File: config.mk
export PLATFORM = sky130hd
export DESIGN_NAME = dio_top
export DESIGN_NICKNAME = d
export VERILOG_FILES = /design/src/logic/dio_pkg.sv /design/src/logic/dio_ms_tick.sv /design/src/logic/dio_delay_chan.sv /design/src/logic/dio_top.sv
export VERILOG_INCLUDE_DIRS = /design/src /design/src/logic
export SDC_FILE = /design/constraint.sdc
export NUM_CORES = 2
export LEC_CHECK = 0
export ABC_AREA = 1
export BUFFER_PORTS_ARGS = -buffer_cell sky130_fd_sc_hd__buf_2
export CAP_MARGIN = 5
export CORE_MARGIN = 8
export CORE_UTILIZATION = 40
export CTS_BUF_LIST = sky130_fd_sc_hd__clkbuf_4
export CTS_CLUSTER_DIAMETER = 60
export DETAILED_ROUTE_END_ITERATION = 8
export GPL_TIMING_DRIVEN = 1
export HOLD_SLACK_MARGIN = 0.03
export PLACE_DENSITY = 0.63
export SETUP_SLACK_MARGIN = 0.2
export SKIP_CTS_REPAIR_TIMING = 1
export SYNTH_ARGS = -nofsm -noshare
export SYNTH_HDL_FRONTEND = slang
export SYNTH_SLANG_ARGS = --single-unit
File: constraint.sdc
create_clock -name clk -period 3 [get_ports clk]
set_clock_uncertainty 0.05 [all_clocks]
set_input_delay 0.15 -clock clk [delete_from_list [all_inputs] [get_ports clk]]
set_output_delay 0.15 -clock clk [all_outputs]
set_load 0.01 [all_outputs]
File: src/logic/dio_consts.svh
// Register offsets, field positions, reset values and timing counts
`ifndef DIO_CONSTS_SVH
`define DIO_CONSTS_SVH

// Timebase
`define DIO_CLK_PERIOD_NS 10
`define DIO_TICK_PERIOD_NS 1000000
`define DIO_TICK_CYCLES (`DIO_TICK_PERIOD_NS / `DIO_CLK_PERIOD_NS)

// Register offsets (byte addresses)
`define DIO_STATUS_OFS 12'h000
`define DIO_FNREQ_OFS 12'h004
`define DIO_IN_CFG_BASE 12'h100
`define DIO_OUT_TIME_BASE 12'h200
`define DIO_OUT_FN_BASE 12'h208

// Input configuration fields
`define DIO_IN_DLY_LSB 0
`define DIO_IN_LO_LSB 8
`define DIO_IN_HI_LSB 12

// Output timing fields
`define DIO_OUT_ACT_LSB 0
`define DIO_OUT_HOLD_LSB 16
`define DIO_OUT_POL_BIT 30

// Status fields
`define DIO_ST_DI_LSB 0
`define DIO_ST_DQ_LSB 12
`define DIO_ST_PRESENT_BIT 16

// Setting limits and reset values, in ms
`define DIO_IN_DLY_MAX 8'd200
`define DIO_OUT_ACT_MAX 16'd60000
`define DIO_OUT_HOLD_MAX 14'd9999
`define DIO_IN_DLY_RST 8'h00
`define DIO_OUT_ACT_RST 16'h0000
`define DIO_OUT_HOLD_RST 14'h0000
`define DIO_OUT_POL_RST 1'b0

`endif

File: src/logic/dio_pkg.sv
// Types shared by the digital I/O conditioning block
`default_nettype none
package dio_pkg;
    // Function codes; info_src bit index equals the code
    typedef enum logic [3:0] {
        DIO_FN_NONE  = 4'h0,
        DIO_FN_FAULT = 4'h1,
        DIO_FN_MAINS = 4'h2,
        DIO_FN_BRAKE = 4'h3
    } dio_fn_t;
    typedef logic [7:0] dio_in_dly_t;
    typedef logic [15:0] dio_act_dly_t;
    typedef logic [13:0] dio_hold_dly_t;
endpackage
`default_nettype wire

File: src/logic/dio_ms_tick.sv
// Millisecond tick generator
`default_nettype none
module dio_ms_tick
    import dio_pkg::*;
#(
    parameter int unsigned TICK_CYCLES = 100000
) (
    input wire logic clk,
    input wire logic rstn,
    output logic tick
);
    logic [16:0] cnt_r;
    logic [16:0] cnt_nxt;
    logic tick_r;
    logic tick_nxt;

    always_comb begin
        cnt_nxt = cnt_r + 17'h00001;
        tick_nxt = 1'b0;
        if (cnt_r == 17'(TICK_CYCLES - 1)) begin
            cnt_nxt = 17'h00000;
            tick_nxt = 1'b1;
        end
    end

    always_ff @(posedge clk) begin
        if (!rstn) begin
            cnt_r <= 17'h00000;
            tick_r <= 1'b0;
        end else begin
            cnt_r <= cnt_nxt;
            tick_r <= tick_nxt;
        end
    end

    assign tick = tick_r;
endmodule // dio_ms_tick
`default_nettype wire

File: src/logic/dio_delay_chan.sv
// One delayed level channel with separate rise and fall delays
`default_nettype none
module dio_delay_chan
    import dio_pkg::*;
#(
    parameter int W = 8
) (
    input wire logic clk,
    input wire logic rstn,
    input wire logic tick,
    input wire logic raw,
    input wire logic [W-1:0] rise_dly,
    input wire logic [W-1:0] fall_dly,
    output logic state
);
    logic state_r;
    logic state_nxt;
    logic [W-1:0] cnt_r;
    logic [W-1:0] cnt_nxt;
    logic [W-1:0] dly;

    always_comb begin
        dly = raw ? rise_dly : fall_dly;
        state_nxt = state_r;
        cnt_nxt = cnt_r;
        if (raw == state_r) begin
            cnt_nxt = '0;
        end else if (cnt_r >= dly) begin
            state_nxt = raw;
            cnt_nxt = '0;
        end else if (tick) begin
            cnt_nxt = cnt_r + W'(1);
        end
    end

    always_ff @(posedge clk) begin
        if (!rstn) begin
            state_r <= 1'b0;
            cnt_r <= '0;
        end else begin
            state_r <= state_nxt;
            cnt_r <= cnt_nxt;
        end
    end

    assign state = state_r;
endmodule // dio_delay_chan
`default_nettype wire

File: src/logic/dio_top.sv
// Digital input and output delay and polarity conditioning, APB slave
// Functional notes
// - Each input's level is acted on only after its delay of 0 to 200 ms.
// - Every input has a low-level function, a high-level function, a delay.
// - Extension inputs and outputs are settable only with the module present.
// - An output turns on only after its activation delay of 0 to 60000 ms.
// - Fault and mains contactor outputs use a zero, fixed activation delay.
// - Each output has a polarity: default 1 when true, else 0 when true.
// - Fault, brake and mains contactor outputs are locked to active high.
// - An output turns off only after its hold delay of 0 to 9999 ms.
// - Fault, brake and mains contactor outputs use a zero, fixed hold delay.
// - The second extension output behaves exactly like the first.
`include "dio_consts.svh"
`default_nettype none
module dio_top
    import dio_pkg::*;
#(
    parameter int unsigned TICK_CYCLES = `DIO_TICK_CYCLES
) (
    input wire logic clk,
    input wire logic rstn,
    input wire logic psel,
    input wire logic penable,
    input wire logic pwrite,
    input wire logic [11:0] paddr,
    input wire logic [31:0] pwdata,
    output logic [31:0] prdata,
    output logic pready,
    output logic pslverr,
    input wire logic [5:0] base_di_pin,
    input wire logic [5:0] ext_di_pin,
    input wire logic ext_module_present,
    input wire logic [15:0] info_src,
    output logic [15:0] fn_req,
    output logic ext_digital_output_first,
    output logic ext_digital_output_second
);
    localparam int NIN = 12;
    localparam int NBASE = 6;

    logic tick;
    logic [NIN-1:0] in_raw;
    logic [NIN-1:0] in_state;
    logic [1:0] out_raw;
    logic [1:0] out_state;

    dio_in_dly_t in_dly_r [NIN];
    dio_in_dly_t in_dly_nxt [NIN];
    dio_fn_t in_lo_r [NIN];
    dio_fn_t in_lo_nxt [NIN];
    dio_fn_t in_hi_r [NIN];
    dio_fn_t in_hi_nxt [NIN];
    dio_act_dly_t out_act_r [2];
    dio_act_dly_t out_act_nxt [2];
    dio_hold_dly_t out_hold_r [2];
    dio_hold_dly_t out_hold_nxt [2];
    logic [1:0] out_pol_r;
    logic [1:0] out_pol_nxt;
    dio_fn_t out_fn_r [2];
    dio_fn_t out_fn_nxt [2];

    dio_act_dly_t act_eff [2];
    dio_hold_dly_t hold_eff [2];
    logic [1:0] pol_eff;
    logic [1:0] lock_act;
    logic [1:0] lock_all;

    logic [31:0] prdata_r;
    logic [31:0] prdata_nxt;
    logic [15:0] fn_req_r;
    logic [15:0] fn_req_nxt;
    logic [1:0] dq_pin_r;
    logic [1:0] dq_pin_nxt;

    logic hit_status;
    logic hit_fnreq;
    logic hit_in;
    logic hit_out;
    logic addr_ok;
    logic blocked;
    logic [3:0] in_idx;
    logic out_idx;
    logic [31:0] rd_val;
    logic wr_en;

    dio_ms_tick #(
        .TICK_CYCLES(TICK_CYCLES)
    ) u_tick (
        .clk(clk),
        .rstn(rstn),
        .tick(tick)
    );

    // Extension inputs read as low while the module is absent
    assign in_raw = {ext_di_pin & {NBASE{ext_module_present}}, base_di_pin};

    genvar gi;
    generate
        for (gi = 0; gi < NIN; gi++) begin : g_in
            dio_delay_chan #(
                .W(8)
            ) u_in (
                .clk(clk),
                .rstn(rstn),
                .tick(tick),
                .raw(in_raw[gi]),
                .rise_dly(in_dly_r[gi]),
                .fall_dly(in_dly_r[gi]),
                .state(in_state[gi])
            );
        end
        for (gi = 0; gi < 2; gi++) begin : g_out
            // Forced functions lose hold delay and polarity; fault and mains also lose the activation delay
            assign lock_act[gi] = (out_fn_r[gi] == DIO_FN_FAULT) ||
                (out_fn_r[gi] == DIO_FN_MAINS);
            assign lock_all[gi] = lock_act[gi] ||
                (out_fn_r[gi] == DIO_FN_BRAKE);
            assign act_eff[gi] = lock_act[gi] ? '0 : out_act_r[gi];
            assign hold_eff[gi] = lock_all[gi] ? '0 : out_hold_r[gi];
            assign pol_eff[gi] = lock_all[gi] ? 1'b0 : out_pol_r[gi];
            assign out_raw[gi] = ext_module_present &&
                (out_fn_r[gi] != DIO_FN_NONE) && info_src[out_fn_r[gi]];
            dio_delay_chan #(
                .W(16)
            ) u_out (
                .clk(clk),
                .rstn(rstn),
                .tick(tick),
                .raw(out_raw[gi]),
                .rise_dly(act_eff[gi]),
                .fall_dly({2'b00, hold_eff[gi]}),
                .state(out_state[gi])
            );
        end
    endgenerate

    // Address decode
    always_comb begin
        hit_status = (paddr == `DIO_STATUS_OFS);
        hit_fnreq = (paddr == `DIO_FNREQ_OFS);
        in_idx = paddr[5:2];
        out_idx = paddr[2];
        hit_in = (paddr[11:8] == `DIO_IN_CFG_BASE >> 8) &&
            (paddr[7:6] == 2'b00) && (paddr[1:0] == 2'b00) &&
            (in_idx < 4'(NIN));
        hit_out = (paddr[11:4] == `DIO_OUT_TIME_BASE >> 4) &&
            (paddr[1:0] == 2'b00);
        addr_ok = hit_status || hit_fnreq || hit_in || hit_out;
        // Extension settings vanish while the module is absent
        blocked = !ext_module_present &&
            (hit_out || (hit_in && in_idx >= 4'(NBASE)));
    end

    assign pready = 1'b1;
    assign pslverr = psel && penable && !addr_ok;
    assign wr_en = psel && penable && pwrite && addr_ok && !blocked;

    // Read mux
    always_comb begin
        rd_val = 32'h00000000;
        if (blocked) begin
            rd_val = 32'h00000000;
        end else if (hit_status) begin
            rd_val[`DIO_ST_DI_LSB +: NIN] = in_state;
            rd_val[`DIO_ST_DQ_LSB +: 2] = dq_pin_r;
            rd_val[`DIO_ST_PRESENT_BIT] = ext_module_present;
        end else if (hit_fnreq) begin
            rd_val[15:0] = fn_req_r;
        end else if (hit_in) begin
            rd_val[`DIO_IN_DLY_LSB +: 8] = in_dly_r[in_idx];
            rd_val[`DIO_IN_LO_LSB +: 4] = in_lo_r[in_idx];
            rd_val[`DIO_IN_HI_LSB +: 4] = in_hi_r[in_idx];
        end else if (hit_out && !paddr[3]) begin
            rd_val[`DIO_OUT_ACT_LSB +: 16] = act_eff[out_idx];
            rd_val[`DIO_OUT_HOLD_LSB +: 14] = hold_eff[out_idx];
            rd_val[`DIO_OUT_POL_BIT] = pol_eff[out_idx];
        end else if (hit_out) begin
            rd_val[3:0] = out_fn_r[out_idx];
        end
    end

    // Register file next state
    always_comb begin
        in_dly_nxt = in_dly_r;
        in_lo_nxt = in_lo_r;
        in_hi_nxt = in_hi_r;
        out_act_nxt = out_act_r;
        out_hold_nxt = out_hold_r;
        out_pol_nxt = out_pol_r;
        out_fn_nxt = out_fn_r;
        prdata_nxt = prdata_r;
        // Data sampled in setup so it is stable through the access phase
        if (psel && !penable) begin
            prdata_nxt = rd_val;
        end
        if (wr_en && hit_in) begin
            // Out of range settings saturate at the limit
            if (pwdata[`DIO_IN_DLY_LSB +: 8] > `DIO_IN_DLY_MAX) begin
                in_dly_nxt[in_idx] = `DIO_IN_DLY_MAX;
            end else begin
                in_dly_nxt[in_idx] = pwdata[`DIO_IN_DLY_LSB +: 8];
            end
            in_lo_nxt[in_idx] = dio_fn_t'(pwdata[`DIO_IN_LO_LSB +: 4]);
            in_hi_nxt[in_idx] = dio_fn_t'(pwdata[`DIO_IN_HI_LSB +: 4]);
        end
        if (wr_en && hit_out && !paddr[3]) begin
            if (!lock_act[out_idx]) begin
                if (pwdata[`DIO_OUT_ACT_LSB +: 16] > `DIO_OUT_ACT_MAX) begin
                    out_act_nxt[out_idx] = `DIO_OUT_ACT_MAX;
                end else begin
                    out_act_nxt[out_idx] = pwdata[`DIO_OUT_ACT_LSB +: 16];
                end
            end
            if (!lock_all[out_idx]) begin
                if (pwdata[`DIO_OUT_HOLD_LSB +: 14] > `DIO_OUT_HOLD_MAX) begin
                    out_hold_nxt[out_idx] = `DIO_OUT_HOLD_MAX;
                end else begin
                    out_hold_nxt[out_idx] = pwdata[`DIO_OUT_HOLD_LSB +: 14];
                end
                out_pol_nxt[out_idx] = pwdata[`DIO_OUT_POL_BIT];
            end
        end
        if (wr_en && hit_out && paddr[3]) begin
            out_fn_nxt[out_idx] = dio_fn_t'(pwdata[3:0]);
            // Locked settings drop to their fixed values
            if (pwdata[3:0] == DIO_FN_FAULT ||
                    pwdata[3:0] == DIO_FN_MAINS) begin
                out_act_nxt[out_idx] = '0;
            end
            if (pwdata[3:0] != 4'h0 && pwdata[3:0] <= DIO_FN_BRAKE) begin
                out_hold_nxt[out_idx] = '0;
                out_pol_nxt[out_idx] = 1'b0;
            end
        end
    end

    // Function requests and output pins
    always_comb begin
        fn_req_nxt = 16'h0000;
        for (int i = 0; i < NIN; i++) begin
            if (i < NBASE || ext_module_present) begin
                if (in_state[i] && in_hi_r[i] != DIO_FN_NONE) begin
                    fn_req_nxt[in_hi_r[i]] = 1'b1;
                end
                if (!in_state[i] && in_lo_r[i] != DIO_FN_NONE) begin
                    fn_req_nxt[in_lo_r[i]] = 1'b1;
                end
            end
        end
        for (int j = 0; j < 2; j++) begin
            // Absent module: pins parked low whatever the polarity
            dq_pin_nxt[j] = ext_module_present &&
                (out_state[j] ^ pol_eff[j]);
        end
    end

    always_ff @(posedge clk) begin
        if (!rstn) begin
            for (int i = 0; i < NIN; i++) begin
                in_dly_r[i] <= `DIO_IN_DLY_RST;
                in_lo_r[i] <= DIO_FN_NONE;
                in_hi_r[i] <= DIO_FN_NONE;
            end
            for (int j = 0; j < 2; j++) begin
                out_act_r[j] <= `DIO_OUT_ACT_RST;
                out_hold_r[j] <= `DIO_OUT_HOLD_RST;
                out_fn_r[j] <= DIO_FN_NONE;
            end
            out_pol_r <= {2{`DIO_OUT_POL_RST}};
            prdata_r <= 32'h00000000;
            fn_req_r <= 16'h0000;
            dq_pin_r <= 2'b00;
        end else begin
            in_dly_r <= in_dly_nxt;
            in_lo_r <= in_lo_nxt;
            in_hi_r <= in_hi_nxt;
            out_act_r <= out_act_nxt;
            out_hold_r <= out_hold_nxt;
            out_pol_r <= out_pol_nxt;
            out_fn_r <= out_fn_nxt;
            prdata_r <= prdata_nxt;
            fn_req_r <= fn_req_nxt;
            dq_pin_r <= dq_pin_nxt;
        end
    end

    assign prdata = prdata_r;
    assign fn_req = fn_req_r;
    assign ext_digital_output_first = dq_pin_r[0];
    assign ext_digital_output_second = dq_pin_r[1];
endmodule // dio_top
`default_nettype wire

==> out/results.tsv <==
metric	value	unit
grt_pass1_vias	28616	
drive_gt1_share	12.3	%
clock-sinks	471	
endpoint	g_out[0].u_out.cnt_r[13]$_SDFFE_PP0P_	
clock.fmax	0.325	GHz
syn_area_per_cell	6.42	sq um
yosysWarnings	0	
htree_num_levels	4	
insertion_delay	1030	ps
p_leak	15.2	nW
drtAntennaViolNets	0	
setup_ws	-75.5	ps
synth.top_cell.area_share	32.8	%
row_count	98	
vias	32077	
drc_errors	0	
cts.path.max_buffers	3	
wl_per_cell	20.9	um
ys_top_cells_by_area	dfxtp_1 33%, nand2_1 14%, nor2_1 9.2%	
vias_per_cell	5.50	
netlist_instances	4476	
synthArstFlopShare	0	%
worstMarginPinSlew	1270	ps
outcome	complete, but fails checks	
hold_path.class	in2reg	
dieArea	80700	sq um
clk_pin_slew	60	ps
rsz0062_at_grt	true	
critical_path.startpoint	out_fn_r[4]$_SDFFE_PN0P_	
fin_total_pwr	13.4	mW
seq_area_frac_synth	32.8	%
area_delta_synth_final	20.0	%
ys.flop_type	dfxtp_1	
hold_violations	0	
ys_ff_latch	471	
cts-root-buf	clkbuf_4	
worstPathArrival	3940	ps
dr.pass1.iters	8	
num-fill-cells	7483	
synth_edf_count	0	
synth_top_area_cell	dfxtp_1	
multiInputGateArea	17100	sq um
drt-total-wl	122000	um
place.gp.congestion	1.05	
start_util	40.3	%
synth_area	28700	sq um
required	3860	ps
ir_drop	0.244	mV
drtIter0Drc	3430	
port_buffers	125	
reg2reg_depth	21	
fin_crit	3080	ps
die_w	284	um
fin_nets	5009	
grt_usage	28.1	%
regToRegSetupSlack	-80	ps
die_h	284	um
power.density	389	nW/um^2
final-seq-area	9440	sq um
antenna_found_initial	8	
synth.distinct_cells	51	
relSlewSlack	14.9	%
coreArea	71400	sq um
setup-violations-final	16	
rr_endpoint	g_out[0].u_out.cnt_r[13]$_SDFFE_PP0P_	
cts_buffers	139	
path_class	reg2reg	
grt_max_degree	76	
hpwl	91500	um
io_pins	130	
start_kind	flop	
timing.rr.start	out_fn_r[4]$_SDFFE_PN0P_	
cp_max_fo	8	
stdcell_count	5837	
grt-ovfl-total	0	
cp-end-kind	flop	
dp.cells	5473	
grt_pass1_wl	176000	um
final_max_slew_viol_count	0	
cts_tree	built	
maxCapViolations	0	
min_period_over_period	103	%
violations	setup timing	
==> registers in the layout, indices dropped and copies added, names as in the netlist <==
signal             count
u_tick.cnt_r          17
g_in.u_in.cnt_r       96
in_lo_r               48
out_fn_r               8
fn_req                16
in_dly_r              96
out_act_r             32
prdata                31
u_tick.tick            1
g_in.u_in.state       12
out_hold_r            28
out_pol_r              2
g_out.u_out.cnt_r     32
dq_pin_r               2
g_out.u_out.state      2
in_hi_r               48
==> critical path: stages (launching register included) <==
cell and delay, ps:
dfxtp_4 370, buf_12 140, o211ai_1 170, nand3_1 140
nand3_2 100, nand2_2 70, nand2_4 120, buf_12 140
nor2_4 40, a31oi_2 160, ha_1 290, buf_6 130
nand2_4 60, nor2_4 40, nand4_1 90, inv_1 70
nand2_1 90, nand3_2 100, inv_1 60, nand4_1 230
clkbuf_16 260, nor2_1 80
==> report_power, final <==
part           internal [mW]  switching (mW)
logic                  0.272           0.672
clock network           3.19            3.00
registers               6.26          0.0191
==> Yosys cell counts, drive strengths merged, types with 2 or more instances <==
library cell and number:
a211o 6, a211oi 9, a21boi 2, a21oi 289, a22oi 15, a311oi 8, a31oi 32, a32o 12
and3 2, buf 111, clkbuf 87, clkinv 7, conb 2, dfxtp 471, ha 143, inv 501
mux2i 2, nand2 1078, nand3 254, nand3b 29, nand4 99, nor2 717, nor3 136, nor3b 2
nor4 36, o2111ai 12, o211ai 9, o21a 10, o21ai 180, o221ai 3, o22a 2, o22ai 102
o32ai 8, xnor2 27, xor2 68
==> logic make-up after synthesis <==
group | count (synthesis) | share of synthesized area (%)
other cells | 2 | 0.0261
xor+xnor | 95 | 2.90
buf+inv | 706 | 9.67
flops | 471 | 32.8
compound gates | 703 | 14.0
fa+ha+maj | 143 | 6.23
mux | 2 | 0.0697
simple gates | 2354 | 34.3
==> layout by cell type, fill, tap and decap left out, types with 9 or more instances in the layout <==
master and n:
nand2_1 1066, nor2_1 680, inv_1 489, dfxtp_1 466, a21oi_1 279, nand3_1 245, clkbuf_4 196, o21ai_0 156
ha_1 137, buf_2 124, nor3_1 118, buf_4 108, dlygate4sd3_1 104, o22ai_1 102, nand4_1 99, xor2_1 68
nor4_1 36, nand3b_1 29, xnor2_1 27, clkinv_1 26, o21ai_1 23, nor2_2 21, a31oi_1 20, nor2_4 16
buf_12 16, a22oi_1 15, inv_2 12, o2111ai_1 12, a32o_1 12, nor3_4 10, o21a_1 10, a21oi_2 9
o211ai_1 9, a211oi_1 9
==> stage by stage <==
step / utilization (%) / setup TNS [ps] / hold slack (ps) / setup WS [ps] / area [sq um]
after CTS: 45.5 / 0 / -723 / 61.0 / 32500
final: 48.3 / -858 / 0.955 / -75.5 / 34500
after global placement: 43.1 / 0 / 378 / 84.3 / 30800
after floorplan: - / 0 / 227 / 201 / 28800
after detailed placement: 43.1 / 0 / 384 / 52.9 / 30800
after global routing: 48.3 / -3830 / 17.6 / -173 / 34500
==> layer usage <==
metal  vias up  part of all wire (%)  track usage [%]
met5         -                 0.021                0
met1     14752                    44             38.5
li1      15429                     -                -
met2      1547                    42             42.0
met3       345                   9.3             6.43
met4         4                   4.4             12.3
==> cell type report <==
cell class / count / area share [%]
Antenna cell: 8 / 0.0581
Clock buffer: 196 / 4.27
Clock inverter: 36 / 0.711
Inverter: 508 / 5.54
Multi-Input combinational cell: 3300 / 49.7
Sequential cell: 471 / 27.4
Tap cell: 950 / 3.45
Timing Repair Buffer: 368 / 8.94
==> worst min-delay path by stage <==
| stage | from | endpoint | slack [ps] | cells past startpoint |
|---|---|---|---|---|
| 2_1_floorplan | pwdata[25] | out_hold_r[9]$_SDFF_PN0_ | 230 | 2 |
| 3_3_place_gp | base_di_pin[2] | g_in[2].u_in.state$_SDFFE_PN0P_ | 380 | 3 |
| 3_5_place_dp | base_di_pin[5] | g_in[5].u_in.state$_SDFFE_PN0P_ | 380 | 3 |
| 4_1_cts | pwdata[22] | out_hold_r[6]$_SDFF_PN0_ | -720 | 3 |
| 5_1_grt | paddr[11] | prdata[9]$_SDFFE_PN0P_ | 20 | 10 |
| 6_report | paddr[7] | prdata[7]$_SDFFE_PN0P_ | 1 | 7 |
Note: power is estimated with default switching activity, not from simulation.
